File: src/hdl/sfh_pkg.sv
// package for the serial flash host port: opcodes, field positions, timing
// assumes a single core clock; both ends import it whole
package sfh_pkg;
  // ****************************************************************
  // opcodes and widths
  // ****************************************************************
  localparam logic [7:0] OP_DUAL_OUT  = 8'h3B;
  localparam logic [7:0] OP_DUAL_IO   = 8'hBB;
  localparam logic [7:0] OP_QUAD_OUT  = 8'h6B;
  localparam logic [7:0] OP_QUAD_IO   = 8'hEB;
  localparam logic [7:0] OP_QUAD_LD   = 8'h32;
  localparam logic [7:0] OP_QUAD_LDR  = 8'h34;
  localparam logic [7:0] OP_WRITE_REG = 8'h1F;
  localparam logic [7:0] OP_READ_REG  = 8'h0F;
  localparam int         BYTE_W       = 8;
  localparam logic [2:0] BIT_TOP      = 3'h7;
  localparam logic [3:0] ONE_HOT0     = 4'h1;
  // ****************************************************************
  // protection register layout
  // ****************************************************************
  localparam int         PR_HW_EN_BIT = 1;
  localparam int         PR_GUARD_LO  = 2;
  localparam int         PR_GUARD_HI  = 6;
  localparam logic [7:0] PR_RESET     = 8'h7C;
  // ****************************************************************
  // lane width codes
  // ****************************************************************
  typedef enum logic [1:0] {
    SFH_W1 = 2'b00,
    SFH_W2 = 2'b01,
    SFH_W4 = 2'b10
  } sfh_width_e;
  // ****************************************************************
  // host register map
  // ****************************************************************
  localparam logic [3:0] HR_CTRL   = 4'h0;
  localparam logic [3:0] HR_TXDATA = 4'h1;
  localparam logic [3:0] HR_RXDATA = 4'h2;
  localparam logic [3:0] HR_STATUS = 4'h3;
  localparam int CTRL_GO    = 0;
  localparam int CTRL_READ  = 1;
  localparam int CTRL_W_LO  = 2;
  localparam int CTRL_W_HI  = 3;
  localparam int CTRL_CS    = 4;
  localparam int CTRL_PAUSE = 5;
  localparam int CTRL_WPN   = 6;
  localparam int CTRL_MODE3 = 7;
  // link clock half period less one, in core cycles: 200 MHz / 8 = 25 MHz link clock
  localparam int CORE_MHZ   = 200;
  localparam int LINK_MHZ   = 25;
  localparam logic [3:0] HALF_DIV = 4'((CORE_MHZ / LINK_MHZ) / 2 - 1);
endpackage

File: src/hdl/sfh_if.sv
// interface joining the flash device end and the host controller end
// assumes the bench resolves each lane from the two output enables
`timescale 1ns/1ps
interface sfh_if;
  logic       link_clk;
  logic       cs_b;
  logic [3:0] lane_h_o;
  logic [3:0] lane_h_oe;
  logic [3:0] lane_d_o;
  logic [3:0] lane_d_oe;
  logic [3:0] lane_i;
  modport dev
  (
    input  link_clk,
    input  cs_b,
    input  lane_i,
    output lane_d_o,
    output lane_d_oe
  );
  modport host
  (
    output link_clk,
    output cs_b,
    output lane_h_o,
    output lane_h_oe,
    input  lane_i
  );
endinterface // sfh_if

File: src/hdl/sfh_sync.sv
// two flip-flop synchroniser for a bus of pin levels
// assumes inputs are asynchronous to core_clk
`timescale 1ns/1ps
module sfh_sync
#(
  parameter int W = 1
)
(
  input  wire logic         core_clk,
  input  wire logic         rst_b,
  input  wire logic [W-1:0] async_in,
  output logic      [W-1:0] sync_out
);
  logic [W-1:0] meta_reg;
  always_ff @(posedge core_clk)
  begin
    if (!rst_b)
    begin
      meta_reg <= '1;
      sync_out <= '1;
    end
    else
    begin
      meta_reg <= async_in;
      sync_out <= meta_reg;
    end
  end
endmodule // sfh_sync

File: src/hdl/sfh_dev.sv
// device end of the serial flash host port: lane roles, pause, protection
// assumes a host keeping mode 0 or 3 and the pause pin high when idle
`timescale 1ns/1ps
module sfh_dev
  import sfh_pkg::*;
(
  input  wire logic core_clk,
  input  wire logic rst_b,
  sfh_if.dev        lnk,
  input  wire logic [7:0] read_data,
  output logic      [7:0] cmd_opcode,
  output logic            cmd_valid,
  output logic      [7:0] wr_data,
  output logic            wr_valid,
  output logic            rd_taken,
  output logic            write_blocked,
  output logic      [7:0] protection_register,
  output logic            hw_protect_en,
  output logic            quad_active
);
  // ****************************************************************
  // pin sampling
  // ****************************************************************
  logic [5:0] pins_s;
  sfh_sync #(.W(6)) u_sync
  (
    .core_clk (core_clk),
    .rst_b    (rst_b),
    .async_in ({lnk.link_clk, lnk.cs_b, lnk.lane_i}),
    .sync_out (pins_s)
  );
  logic       clk_s;
  logic       cs_s;
  logic [3:0] lane_s;
  logic       clk_d_reg;
  logic       seen_high_reg;
  logic       rise;
  logic       fall;
  assign clk_s  = pins_s[5];
  assign cs_s   = pins_s[4];
  assign lane_s = pins_s[3:0];
  always_ff @(posedge core_clk)
  begin
    if (!rst_b)
      clk_d_reg <= 1'b0;
    else
      clk_d_reg <= clk_s;
  end
  assign rise = clk_s & ~clk_d_reg;
  assign fall = ~clk_s & clk_d_reg;
  always_ff @(posedge core_clk)
  begin
    if (!rst_b)
      seen_high_reg <= 1'b0;
    else if (cs_s)
      seen_high_reg <= 1'b1;
  end
  logic active;
  assign active = seen_high_reg & ~cs_s;
  // ****************************************************************
  // pause
  // ****************************************************************
  // no pause in quad
  logic pause_req;
  logic paused_reg;
  // read the synced lane directly so the request follows every pin change
  assign pause_req = active & ~quad_active & ~lane_s[3];
  always_ff @(posedge core_clk)
  begin
    if (!rst_b || !active)
      paused_reg <= 1'b0;
    else if (!clk_s || fall)
      paused_reg <= pause_req;
  end
  logic rise_ok;
  logic fall_ok;
  assign rise_ok = active & rise & ~paused_reg;
  assign fall_ok = active & fall & ~paused_reg;
  // ****************************************************************
  // shift engine
  // ****************************************************************
  sfh_width_e wid_reg;
  logic [7:0] sh_reg;
  logic [2:0] cnt_reg;
  logic       have_op_reg;
  logic       out_dir_reg;
  logic [7:0] tx_reg;
  logic [2:0] tx_cnt_reg;
  logic       byte_done;
  logic [7:0] sh_next;
  logic [2:0] step;
  always_comb
  begin
    unique case (wid_reg)
      SFH_W1:  begin sh_next = {sh_reg[6:0], lane_s[0]};   step = 3'h1; end
      SFH_W2:  begin sh_next = {sh_reg[5:0], lane_s[1:0]}; step = 3'h2; end
      SFH_W4:  begin sh_next = {sh_reg[3:0], lane_s};      step = 3'h4; end
      default: begin sh_next = sh_reg;                     step = 3'h1; end
    endcase
  end
  assign byte_done = rise_ok && (cnt_reg + step == 3'h0);
  function automatic sfh_width_e op_width(input logic [7:0] op);
    unique case (op)
      OP_DUAL_OUT, OP_DUAL_IO:                      return SFH_W2;
      OP_QUAD_OUT, OP_QUAD_IO, OP_QUAD_LD, OP_QUAD_LDR: return SFH_W4;
      default:                                      return SFH_W1;
    endcase
  endfunction
  sfh_width_e next_wid;
  assign next_wid = (hw_protect_en && op_width(sh_next) == SFH_W4)
                    ? SFH_W1 : op_width(sh_next);
  always_ff @(posedge core_clk)
  begin
    if (!rst_b || !active)
    begin
      sh_reg      <= 8'h00;
      cnt_reg     <= 3'h0;
      have_op_reg <= 1'b0;
      wid_reg     <= SFH_W1;
      cmd_opcode  <= 8'h00;
    end
    else if (rise_ok)
    begin
      sh_reg  <= sh_next;
      cnt_reg <= cnt_reg + step;
      if (byte_done && !have_op_reg)
      begin
        have_op_reg <= 1'b1;
        cmd_opcode  <= sh_next;
        wid_reg     <= next_wid;
      end
    end
  end
  assign quad_active = active & (wid_reg == SFH_W4);
  always_ff @(posedge core_clk)
  begin
    if (!rst_b)
    begin
      cmd_valid <= 1'b0;
      wr_valid  <= 1'b0;
      wr_data   <= 8'h00;
    end
    else
    begin
      cmd_valid <= byte_done & ~have_op_reg;
      wr_valid  <= byte_done & have_op_reg & ~out_dir_reg;
      if (byte_done)
        wr_data <= sh_next;
    end
  end
  // ****************************************************************
  // protection
  // ****************************************************************
  logic wp_pin_low;
  logic wr_reg_op;
  assign wp_pin_low = ~lane_s[2] & ~quad_active;
  assign wr_reg_op  = have_op_reg & (cmd_opcode == OP_WRITE_REG);
  assign write_blocked = wp_pin_low & (hw_protect_en | wr_reg_op);
  always_ff @(posedge core_clk)
  begin
    if (!rst_b)
      protection_register <= PR_RESET;
    else if (wr_valid && wr_reg_op && !write_blocked)
      protection_register <= wr_data;
  end
  assign hw_protect_en = protection_register[PR_HW_EN_BIT];
  // ****************************************************************
  // output lanes
  // ****************************************************************
  // dual out, quad out and register reads drive data once the opcode byte is in
  always_ff @(posedge core_clk)
  begin
    if (!rst_b || !active)
      out_dir_reg <= 1'b0;
    else if (byte_done && !have_op_reg)
      out_dir_reg <= (sh_next == OP_DUAL_OUT) | (sh_next == OP_QUAD_OUT)
                   | (sh_next == OP_READ_REG);
  end
  always_ff @(posedge core_clk)
  begin
    if (!rst_b || !active)
    begin
      tx_reg     <= 8'h00;
      tx_cnt_reg <= 3'h0;
      rd_taken   <= 1'b0;
    end
    else
    begin
      rd_taken <= 1'b0;
      if (fall_ok && out_dir_reg)
      begin
        if (tx_cnt_reg == 3'h0)
        begin
          tx_reg   <= read_data;
          rd_taken <= 1'b1;
        end
        else
          tx_reg <= tx_reg << step;
        tx_cnt_reg <= tx_cnt_reg + step;
      end
    end
  end
  always_comb
  begin
    lnk.lane_d_o  = 4'h0;
    lnk.lane_d_oe = 4'h0;
    if (active && out_dir_reg && !paused_reg)
    begin
      unique case (wid_reg)
        SFH_W2:
        begin
          lnk.lane_d_o  = {2'b00, tx_reg[7:6]};
          lnk.lane_d_oe = 4'h3;
        end
        SFH_W4:
        begin
          lnk.lane_d_o  = tx_reg[7:4];
          lnk.lane_d_oe = 4'hF;
        end
        default:
        begin
          lnk.lane_d_o  = {2'b00, tx_reg[7], 1'b0};
          lnk.lane_d_oe = 4'h2;
        end
      endcase
    end
  end
endmodule // sfh_dev

File: src/flat_wrapper.sv
// flat-port wrapper written by rule: the top's interface ports become plain ports
module sfh_dev_flat import sfh_pkg::*;
  (core_clk, rst_b, read_data, cmd_opcode, cmd_valid, wr_data, wr_valid, rd_taken, write_blocked, protection_register, hw_protect_en, quad_active, lnk_link_clk, lnk_cs_b, lnk_lane_i, lnk_lane_d_o, lnk_lane_d_oe);
  sfh_if lnk_i ();
  input  wire logic core_clk;
  input  wire logic rst_b;
  input  wire logic [7:0] read_data;
  output logic      [7:0] cmd_opcode;
  output logic cmd_valid;
  output logic      [7:0] wr_data;
  output logic wr_valid;
  output logic rd_taken;
  output logic write_blocked;
  output logic      [7:0] protection_register;
  output logic hw_protect_en;
  output logic quad_active;
  input wire logic [$bits(lnk_i.link_clk)-1:0] lnk_link_clk;
  input wire logic [$bits(lnk_i.cs_b)-1:0] lnk_cs_b;
  input wire logic [$bits(lnk_i.lane_i)-1:0] lnk_lane_i;
  output wire logic [$bits(lnk_i.lane_d_o)-1:0] lnk_lane_d_o;
  output wire logic [$bits(lnk_i.lane_d_oe)-1:0] lnk_lane_d_oe;
  assign lnk_i.link_clk = lnk_link_clk;
  assign lnk_i.cs_b = lnk_cs_b;
  assign lnk_i.lane_i = lnk_lane_i;
  assign lnk_lane_d_o = lnk_i.lane_d_o;
  assign lnk_lane_d_oe = lnk_i.lane_d_oe;
  sfh_dev u_core (.core_clk(core_clk), .rst_b(rst_b), .lnk(lnk_i), .read_data(read_data), .cmd_opcode(cmd_opcode), .cmd_valid(cmd_valid), .wr_data(wr_data), .wr_valid(wr_valid), .rd_taken(rd_taken), .write_blocked(write_blocked), .protection_register(protection_register), .hw_protect_en(hw_protect_en), .quad_active(quad_active));
endmodule
File: config.mk
export PLATFORM = sky130hd
export DESIGN_NAME = sfh_dev_flat
export DESIGN_NICKNAME = d
export VERILOG_FILES = /design/src/hdl/sfh_pkg.sv /design/src/hdl/sfh_if.sv /design/src/hdl/sfh_sync.sv /design/src/hdl/sfh_dev.sv /design/src/flat_wrapper.sv
export SDC_FILE = /design/constraint.sdc
export NUM_CORES = 1
export LEC_CHECK = 0
export BUFFER_PORTS_ARGS = -buffer_cell sky130_fd_sc_hd__buf_2
export CORE_MARGIN = 3
export CORE_UTILIZATION = 56
export DETAILED_ROUTE_END_ITERATION = 10
export PLACE_DENSITY_LB_ADDON = 0.15
export SLEW_MARGIN = 10
export SYNTH_ARGS = -nofsm -noshare
export SYNTH_HDL_FRONTEND = slang
export SYNTH_SLANG_ARGS = --single-unit
export TNS_END_PERCENT = 100
File: constraint.sdc
create_clock -name core_clk -period 3.4 [get_ports core_clk]
set_clock_uncertainty 0.05 [all_clocks]
set_input_delay 0.34 -clock core_clk [delete_from_list [all_inputs] [get_ports core_clk]]
set_output_delay 0.34 -clock core_clk [all_outputs]
set_load 0.005 [all_outputs]
==> results of run 1 <==
[worst max-delay path by stage]
stage                     cells past startpoint         startpoint            endpoint  slack, ns
after detailed placement                     11  u_core.wid_reg[0]  u_core.out_dir_reg       0.45
after global placement                       11  u_core.wid_reg[0]  u_core.out_dir_reg       0.54
after floorplan                              15  u_core.wid_reg[0]  u_core.out_dir_reg       0.26
after CTS                                    11  u_core.wid_reg[0]  u_core.out_dir_reg       0.34
final                                        11  u_core.wid_reg[0]  u_core.out_dir_reg       0.30
after global routing                         11  u_core.wid_reg[0]  u_core.out_dir_reg       0.11
[cell usage in the layout, fill, tap and decap left out, types with 3 or more instances in the layout]
cell      netlist  final
dfxtp_1        68     68
nand2_1        53     53
buf_2           9     53
a21oi_1        31     31
nor2_1         27     27
mux2i_1        19     19
inv_1          16     16
nand2b_1       12     12
clkbuf_8        0     11
nor2b_1        10     10
o21ai_0         8      8
nor3_1          8      8
ha_1            8      8
buf_4           2      8
a211oi_1        6      6
a22oi_1         5      5
nor4_1          5      5
and2_1          4      4
nand3_1         4      4
a21boi_0        4      4
nand3b_1        4      4
a222oi_1        4      4
mux2_2          4      4
o211ai_1        4      4
and3_1          3      3
xnor2_1         3      3
or3_1           3      3
xor2_1          3      3
[report_power, final]
group | leakage (uW) | internal (uW) | switching [uW] | total, uW
sequential | 0.000551 | 804 | 3.06 | 807
combinational | 0.000737 | 15.0 | 15.6 | 30.6
clock | 0.000102 | 376 | 294 | 670
total | 0.00139 | 1200 | 313 | 1510
[critical path, cell delays in order, from the launching register on]
cell	delay [ns]
dfxtp_1	0.42
inv_1	0.11
ha_1	0.32
inv_1	0.12
ha_1	0.16
inv_1	0.05
fa_1	0.37
xnor2_1	0.28
xnor2_1	0.20
nand3b_2	0.20
or3_4	0.45
o41ai_2	0.28
[routing by layer]
metal	part of all wire (%)	GRT usage, %	wire length (microns)
met5	0	0	0
met4	1.8	9.64	141
met3	5.6	4.00	427
met2	46	34.1	3490
met1	47	36.2	3580
[cells in the mapped netlist (4+ instances only)]
library cell / count
nor4_1: 5
inv_1: 16
nand3_1: 4
a21boi_0: 4
nand2_1: 53
buf_2: 9
and2_1: 4
nand3b_1: 4
nor2_1: 27
a211oi_1: 6
clkbuf_1: 10
mux2i_1: 19
a21oi_1: 31
nor3_1: 8
o21ai_0: 8
nand2b_1: 12
a22oi_1: 5
nor2b_1: 10
dfxtp_1: 68
ha_1: 8
o211ai_1: 4
mux2_2: 4
a222oi_1: 4
[kinds of logic (layout without fill, tap and decap cells)]
family,after synthesis,count (layout),synth area share [%]
xor gates and xnor gates,6,6,1.59
DFF,68,68,41.2
AOI/OAI and AO/OA,77,77,15.8
and+or+nand+nor,144,144,22.1
muxes,27,27,9.32
adders and majority gates,10,10,4.24
buffers and inverters,41,93,5.68
[final cells by class]
type,instances,area (sq um)
clock buffer,12,155
clock inverter,4,47.5
fill,483,1820
inverter,16,60.1
multi-input combinational,264,1750
sequential,68,1360
tap,72,90.1
timing repair buffer,61,325
[metrics by stage]
stage	power (uW)	hold WS, ns	setup WS, ns
after detailed placement	857	0.344	0.452
final	1510	0.130	0.298
after CTS	1520	0.113	0.342
after floorplan	842	0.336	0.258
after global placement	856	0.338	0.537
after global routing	1570	0.117	0.114
==> results.sh, run 1 <==
export IMPL_status="completed"
export IMPL_routed_wl_microns=7640
export IMPL_placed_cell_area_sq_um=3590
export IMPL_hp_class="in2reg"
export IMPL_gp_congestion=0.864
export IMPL_core_area_sq_um=5610
export IMPL_design_die_area_sq_um=6850
export IMPL_cts_max_level=3
export IMPL_drt_first_pass_iters=7
export IMPL_ant_nets=0
export IMPL_maxSlewViolCount=0
export IMPL_min_from="lnk_lane_i[2]"
export IMPL_syn_inst=373
export IMPL_finalSetupViolCount=0
export IMPL_nNetsFinal=446
export IMPL_ys_warnings_count=0
export IMPL_power_density_nw_per_um2=398
export IMPL_grt_start_max_net_pins=38
export IMPL_grt_pass1_wl_microns=12500
export IMPL_netlist_cell_type_count=54
export IMPL_fp_dieH_microns=82.8
export IMPL_crit_reg2reg_launch="u_core.wid_reg[0]"
export IMPL_min_period_ns=3.10
export IMPL_leakagePower_uw=0.00139
export IMPL_dr_total_vias=2832
export IMPL_rsz0062_at_grt="false"
export IMPL_cap_violations=0
export IMPL_max_slew_margin_pct=53.1
export IMPL_ys_ff_latch=68
export IMPL_final_hold_violation_count=0
export IMPL_port_buffer_count=53
export IMPL_dp_cells=481
export IMPL_cts_resized_gates=0
export IMPL_top_level_ports=54
export IMPL_area_delta_synth_final_pct=14.9
export IMPL_end_kind="flip-flop"
export IMPL_drc=0
export IMPL_r2r_slack_ns=0.30
export IMPL_cts_sinks=68
export IMPL_drt_iter0_markers=330
export IMPL_holdPathEnd="u_core.u_sync.meta_reg[2]"
export IMPL_cts_tree="done"
export IMPL_synth_area_leaders="dfxtp_1 (41%), nand2_1 (6.0%), mux2i_1 (5.8%)"
export IMPL_overflow=0
export IMPL_critPathKind="reg2reg"
export IMPL_die_x_microns=82.8
export IMPL_place_hpwl_microns=5200
export IMPL_routedWlPerCell_microns=15.4
export IMPL_synth_edf_count=0
export IMPL_cts_buffers=9
export IMPL_track_usage_pct=24.1
export IMPL_num_rows=27
export IMPL_num_antenna_cells=0
export IMPL_syn_avg_cell_area_sq_um=8.85
export IMPL_fin_crit_sh_pct=91.2
export IMPL_clockBufferDepth=2
export IMPL_clkLatencyLatePin_ns=0.34
export IMPL_hold_path_depth=2
export IMPL_clk_pin_slew_ns=0.07
export IMPL_crit_fanout=11
export IMPL_finish_utilization_pct=67.6
export IMPL_r2r_end="u_core.out_dir_reg"
export IMPL_cp_start_kind="flip-flop"
export IMPL_syn_cell_area_sq_um=3300
export IMPL_setup_tns_ns=0
export IMPL_synthArstFlopShare_pct=0
export IMPL_vias_per_cell=5.70
export IMPL_drive_gt1_share_pct=21.6
export IMPL_worst_pin_slew_ns=0.701
export IMPL_synth_top_area_share_pct=41.2
export IMPL_ys_flop_type="dfxtp_1"
export IMPL_ir_drop_v=0.000452
export IMPL_start_util_pct=58.9
export IMPL_syn_nets=399
export IMPL_required_ns=3.60
export IMPL_fin_cells=497
export IMPL_synth_area_leader_cell="dfxtp_1"
export IMPL_max_freq_mhz=322
export IMPL_stdcell_area_sq_um=3790
export IMPL_ctsHoldBuffers=0
export IMPL_grt_antenna_before_repair=0
export IMPL_r2r_cells=11
export IMPL_cts_root_buf="clkbuf_8"
export IMPL_cts_setup_buffers=0
export IMPL_synth_yosys_seq_area_share_pct=41.2
export IMPL_critical_path_arrival_ns=3.30
export IMPL_first_global_vias=2511
Note: power is estimated with default switching activity, not from simulation.
==> run 2, diff against run 1 <==
--- a/config.mk
+++ b/config.mk
@@ -7,7 +7,7 @@
 export LEC_CHECK = 0
 export BUFFER_PORTS_ARGS = -buffer_cell sky130_fd_sc_hd__buf_2
 export CORE_MARGIN = 3
-export CORE_UTILIZATION = 56
+export CORE_UTILIZATION = 51
 export DETAILED_ROUTE_END_ITERATION = 10
 export PLACE_DENSITY_LB_ADDON = 0.15
 export SLEW_MARGIN = 10
==> constraint.sdc (replaced) <==
create_clock -name core_clk -period 2.5 [get_ports core_clk]
set_clock_uncertainty 0.05 [all_clocks]
set_input_delay 0.25 -clock core_clk [delete_from_list [all_inputs] [get_ports core_clk]]
set_output_delay 0.25 -clock core_clk [all_outputs]
set_load 0.005 [all_outputs]
==> run 2 against run 1 <==
Net effect:
- the run now ends with negative setup slack left
- routed wire length increased by 10%
- flip-flop and latch count unchanged
- register-to-register slack got worse by 0.34 ns
- via count increased by 4.9%
- largest cell class unchanged
- highest routed layer unchanged
==> results.sh, run 2 (synthesis gave the netlist of run 1 again) <==
export IMPL_clk_pin_slew_ns=0.08
export IMPL_nNetsFinal=470
export IMPL_layout_common_cells="dfxtp_1 (66), buf_2 (53), nand2_1 (46)"
export IMPL_drt_first_pass_iters=5
export IMPL_num_antenna_cells=0
export IMPL_place_hpwl_microns=5820
export IMPL_grt_antenna_before_repair=0
export IMPL_cts_max_level=3
export IMPL_rsz0062_at_grt="true"
export IMPL_gp_congestion=0.849
export IMPL_maxSlewViolCount=0
export IMPL_max_slew_margin_pct=58.3
export IMPL_final_common_cell="dfxtp_1"
export IMPL_fin_crit_sh_pct=102
export IMPL_fp_dieH_microns=86.5
export IMPL_drive_gt1_share_pct=32.1
export IMPL_first_global_vias=2732
export IMPL_top_level_ports=54
export IMPL_start_util_pct=54.2
export IMPL_critPathKind="reg2reg"
export IMPL_use_met1_pct=32.8
export IMPL_routedWlPerCell_microns=16.1
export IMPL_finalSetupViolCount=3
export IMPL_cts_buffers=9
export IMPL_use_met2_pct=36.0
export IMPL_violations="negative setup slack"
export IMPL_drt_iter0_markers=208
export IMPL_ant_nets=0
export IMPL_seqCellArea_sq_um=1360
export IMPL_power_density_nw_per_um2=503
export IMPL_cts_tree="done"
export IMPL_port_buffer_count=53
export IMPL_finish_utilization_pct=68.1
export IMPL_drc=0
export IMPL_fillers=502
export IMPL_p_total_uw=2090
export IMPL_grt_pass1_wl_microns=13700
export IMPL_track_usage_pct=23.5
export IMPL_final_hold_violation_count=0
export IMPL_cp_start_kind="flip-flop"
export IMPL_die_x_microns=86.5
export IMPL_clockBufferDepth=2
export IMPL_ir_drop_v=0.000376
export IMPL_cts_sinks=68
export IMPL_hp_class="in2reg"
export IMPL_ctsHoldBuffers=0
export IMPL_multi_input_area_sq_um=1870
export IMPL_busiest_layer="met2"
export IMPL_design_die_area_sq_um=7480
export IMPL_dr_total_vias=2972
export IMPL_cap_violations=0
export IMPL_num_rows=28
export IMPL_met3_usage_pct=4.09
export IMPL_overflow=0
export IMPL_critical_path_arrival_ns=2.72
export IMPL_end_kind="flip-flop"
export IMPL_required_ns=2.68
export IMPL_clkLatencyLatePin_ns=0.35
export IMPL_worst_pin_slew_ns=0.608
export IMPL_status="complete, but fails checks"
export IMPL_crit_fanout=5
export IMPL_area_delta_synth_final_pct=25.7
export IMPL_leakagePower_uw=0.00157
export IMPL_max_freq_mhz=393
export IMPL_setup_ws_ns=-0.0448
export IMPL_core_area_sq_um=6100
export IMPL_routed_wl_microns=8430
export IMPL_grt_start_max_net_pins=34
export IMPL_vias_per_cell=5.67
export IMPL_cts_root_buf="clkbuf_8"
export IMPL_min_period_ns=2.54
==> run 2: changes by cell type in the layout (fill, tap and decap cells not counted), moves of 3 or more <==
cell / previous run / this run
a21boi_0: 4 / 1
a21oi_1: 31 / 24
nand2_1: 53 / 46
a21oi_2: 0 / 7
nand2_2: 0 / 6
buf_6: 0 / 4
inv_2: 0 / 3
inv_1: 16 / 12
buf_4: 8 / 26
==> run 2: final cells by class <==
cell class                      count  share of cell area (%)
Inverter                           16                    1.51
Tap cell                           75                    2.26
Clock buffer                       10                    3.32
Sequential cell                    68                    32.9
Clock inverter                      6                    1.72
Timing Repair Buffer               85                    13.3
Multi-Input combinational cell    264                    45.0
==> run 2: final timing paths <==
| check | startpoint | to | slack, ns | cells after the start |
|---|---|---|---|---|
| max | u_core.wid_reg[1] | u_core.wr_data[2] | -0.04 | 14 |
| min | lnk_lane_i[0] | u_core.u_sync.meta_reg[0] | 0.03 | 2 |
| max reg2reg | u_core.wid_reg[1] | u_core.wr_data[2] | -0.04 | 14 |
| min reg2reg | u_core.u_sync.meta_reg[1] | u_core.u_sync.sync_out[1] | 0.35 | 1 |
==> run 2: per-layer routing <==
layer  vias to the layer above  wire [microns]
li1                       1435               -
met1                      1407            3770
met2                       118            3990
met3                        12             581
met4                         0              89
met5                         -               0
==> run 2: worst max-delay path: stages, from the launching register on <==
cell and delay [ns]:
dfxtp_2 0.34, inv_2 0.05, ha_4 0.24, inv_4 0.06, ha_4 0.11, inv_2 0.03
fa_2 0.34, xnor2_2 0.21, xnor2_2 0.16, nand3b_4 0.10, buf_6 0.15, nor2_4 0.15
buf_12 0.13, mux2i_2 0.23, nor2b_1 0.07
==> run 2: through the flow <==
step           instances  area [sq um]  hold slack, ns  TNS (ns)  setup slack [ns]
2_1_floorplan        373          3370           0.273     -3.79            -0.346
3_3_place_gp         502          3780           0.339   -0.0280           -0.0280
3_5_place_dp         502          3780           0.347    -0.481           -0.0961
4_1_cts              521          4060          0.0197   -0.0101           -0.0101
5_1_grt              524          4150          0.0230     -1.43            -0.141
6_report             524          4150          0.0302   -0.0581           -0.0448
==> run 2: repair_timing <==
action,CTS,global route
resized for setup,1,23
setup buffers,2,2
cloned,1,1
pin swaps,5,7
hold endpoints to repair,0,0
setup endpoints to repair,16,20
==> run 2: power breakdown <==
part,total (uW),switching (uW),internal [uW]
clock network,942,446,496
registers,1100,4.35,1090
logic,45.8,23.4,22.4
total,2090,474,1610
==> run 3, diff against run 2 <==
--- a/config.mk
+++ b/config.mk
@@ -13,5 +13,6 @@
 export SLEW_MARGIN = 10
 export SYNTH_ARGS = -nofsm -noshare
 export SYNTH_HDL_FRONTEND = slang
+export SYNTH_HIERARCHICAL = 1
 export SYNTH_SLANG_ARGS = --single-unit
 export TNS_END_PERCENT = 100
==> run 3 against run 2 <==
Net effect:
- register-to-register slack improved by 0.098 ns
- fmax up 4.0%
- largest cell class unchanged
- setup slack better by 0.098 ns
- combinational power grew 8.7%
- critical path depth fell by 2
- hold slack better by 0.0076 ns
- sequential power about the same
- the run now ends clean
- die area is 1.5% higher
- global-route usage decreased by 1.3 points
==> results.sh, run 3 <==
export IMPL_top_level_ports=54
export IMPL_syn_inst=382
export IMPL_switchingPower_uw=469
export IMPL_sw_frac_of_total_pct=22.8
export IMPL_area_delta_synth_final_pct=22.5
export IMPL_ir_drop_v=0.000429
export IMPL_power_density_nw_per_um2=500
export IMPL_required_ns=2.73
export IMPL_num_antenna_cells=0
export IMPL_core_area_sq_um=6130
export IMPL_ys_flop_type="dfxtp_1"
export IMPL_cts_root_buf="clkbuf_8"
export IMPL_synth_yosys_seq_area_share_pct=40.6
export IMPL_hold_path_depth=2
export IMPL_crit_fanout=4
export IMPL_dr_total_vias=2952
export IMPL_grt_start_max_net_pins=34
export IMPL_routed_wl_microns=8040
export IMPL_stdcell_area_sq_um=4110
export IMPL_drt_iter0_markers=259
export IMPL_final_common_cell="dfxtp_1"
export IMPL_status="completed"
export IMPL_cts_max_level=3
export IMPL_max_slew_margin_pct=62.1
export IMPL_die_x_microns=87.1
export IMPL_cts_buffers=9
export IMPL_rsz0062_at_grt="true"
export IMPL_netlist_cell_type_count=59
export IMPL_final_hold_violation_count=0
export IMPL_overflow=0
export IMPL_drt_first_pass_iters=7
export IMPL_cts_sinks=68
export IMPL_grt_pass1_wl_microns=13200
export IMPL_cap_violations=0
export IMPL_finalSetupViolCount=0
export IMPL_drc=0
export IMPL_hp_class="in2reg"
export IMPL_num_rows=28
export IMPL_track_usage_pct=22.2
export IMPL_ys_warnings_count=6
export IMPL_syn_nets=408
export IMPL_ant_nets=0
export IMPL_synth_area_leader_cell="dfxtp_1"
export IMPL_routedWlPerCell_microns=15.2
export IMPL_port_buffer_count=53
export IMPL_synth_area_leaders="dfxtp_1 (41%), mux2i_1 (6.6%), nand2_1 (5.3%)"
export IMPL_synth_top_area_share_pct=40.6
export IMPL_leakagePower_uw=0.00160
export IMPL_synth_edf_count=0
export IMPL_max_freq_mhz=409
export IMPL_layout_common_cells="dfxtp_1 (66), buf_2 (53), nand2_1 (43)"
export IMPL_design_die_area_sq_um=7590
export IMPL_end_kind="flip-flop"
export IMPL_yosysMostFrequentCell="dfxtp_1"
export IMPL_synthTopCellsByCount="dfxtp_1 (68), nand2_1 (47), nor2_1 (32), a21oi_1 (31), mux2i_1 (22)"
export IMPL_ys_ff_latch=68
export IMPL_setup_tns_ns=0
export IMPL_gp_congestion=0.874
export IMPL_clkLatencyLatePin_ns=0.34
export IMPL_worst_pin_slew_ns=0.568
export IMPL_syn_avg_cell_area_sq_um=8.78
export IMPL_r2r_cells=12
export IMPL_vias_per_cell=5.57
export IMPL_cp_start_kind="flip-flop"
export IMPL_cts_tree="done"
export IMPL_seqPwrFrac_pct=53.5
export IMPL_power_frac_clock_pct=44.1
export IMPL_syn_cell_area_sq_um=3360
export IMPL_nNetsFinal=476
export IMPL_fin_crit_sh_pct=97.9
export IMPL_grt_antenna_before_repair=0
export IMPL_fp_dieH_microns=87.1
export IMPL_p_comb_share_pct=2.4
export IMPL_p_int_uw=1590
export IMPL_clockBufferDepth=2
export IMPL_first_global_vias=2723
export IMPL_placed_cell_area_sq_um=3840
export IMPL_place_hpwl_microns=5860
export IMPL_r2r_slack_ns=0.05
export IMPL_critical_path_arrival_ns=2.68
export IMPL_min_period_ns=2.45
export IMPL_drive_gt1_share_pct=30.5
export IMPL_start_util_pct=54.7
export IMPL_clk_pin_slew_ns=0.08
export IMPL_critPathKind="reg2reg"
export IMPL_maxSlewViolCount=0
export IMPL_synthArstFlopShare_pct=0
## run 3: changes by cell type after synthesis, moves of 3 or more
cell	change
nand2_1	-6
nand2b_2	+5
nor2_1	+5
a211oi_1	-4
a21boi_0	+4
inv_1	-4
nand3_1	+4
and3_1	+3
mux2i_1	+3
o22a_1	+3
o31ai_1	+3
## run 3: worst max-delay path: stages (launching register included)
cell and delay [ns]:
dfxtp_2 0.36, inv_4 0.05, ha_4 0.24, clkinv_4 0.05, ha_4 0.11, inv_2 0.03
fa_2 0.37, xnor2_4 0.15, xnor2_2 0.21, and3_4 0.22, and2_4 0.16, mux2_4 0.30
nor2_2 0.08
## run 3: routing by layer
metal	wire length, microns	GRT usage, %	up-vias
li1	-	-	1471
met1	3840	32.0	1377
met2	3660	32.6	86
met3	355	4.16	18
met4	183	8.79	0
met5	0	0	-
## run 3: logic make-up after synthesis
| logic type | count (synthesis) | share of synthesized area [%] |
|---|---|---|
| AOI/OAI and AO/OA | 87 | 17.6 |
| DFF | 68 | 40.6 |
| buffers and inverters | 38 | 5.67 |
| xor gates and xnor gates | 5 | 1.86 |
| muxes | 26 | 8.02 |
| and+or+nand+nor | 148 | 22.1 |
| adders and majority gates | 10 | 4.18 |
## run 3: worst paths after layout
kind / from / endpoint
max: u_core/wid_reg[0] / u_core/wid_reg[0]
max reg2reg: u_core/wid_reg[0] / u_core/wid_reg[0]
min reg2reg: u_core/u_sync/meta_reg[2] / u_core/u_sync/sync_out[2]
min: lnk_lane_i[0] / u_core/u_sync/meta_reg[0]
## run 3: through the flow
stage	std cells	hold WS (ns)	util (%)	total power [uW]	setup WS [ns]
floorplan	382	0.273	-	1150	-0.258
global placement	512	0.340	62.6	1170	0.0576
detailed placement	512	0.344	62.6	1170	-0.00306
CTS	528	0.0215	65.9	2080	0.0145
global route	530	0.0320	67.0	2140	-0.0616
finish	530	0.0378	67.0	2050	0.0528
## run 3: layout make-up
type,count,area [sq um]
clock buffers,9,124
clock inverters,7,73.8
fillers,527,2020
inverters,12,52.6
multi-input cells,276,1900
flip-flops and latches,68,1360
well taps,75,93.8
repair buffers,83,507
## run 3: power by group through the flow
stage          logic (uW)  registers [uW]  clock network (uW)
2_1_floorplan        29.6            1120                   0
3_3_place_gp         48.7            1120                   0
3_5_place_dp         49.4            1120                   0
4_1_cts              49.7            1100                 933
5_1_grt              55.0            1100                 980
6_report             49.8            1100                 905
## run 3: timing repair
action | 4_1_cts | 5_1_grt
setup endpoints to repair | 1 | 19
resized for setup | 1 | 16
endpoints found under the hold margin | 0 | 0
hold buffers | 0 | 0
pin swaps | 1 | 8
buffers inserted | 0 | 2
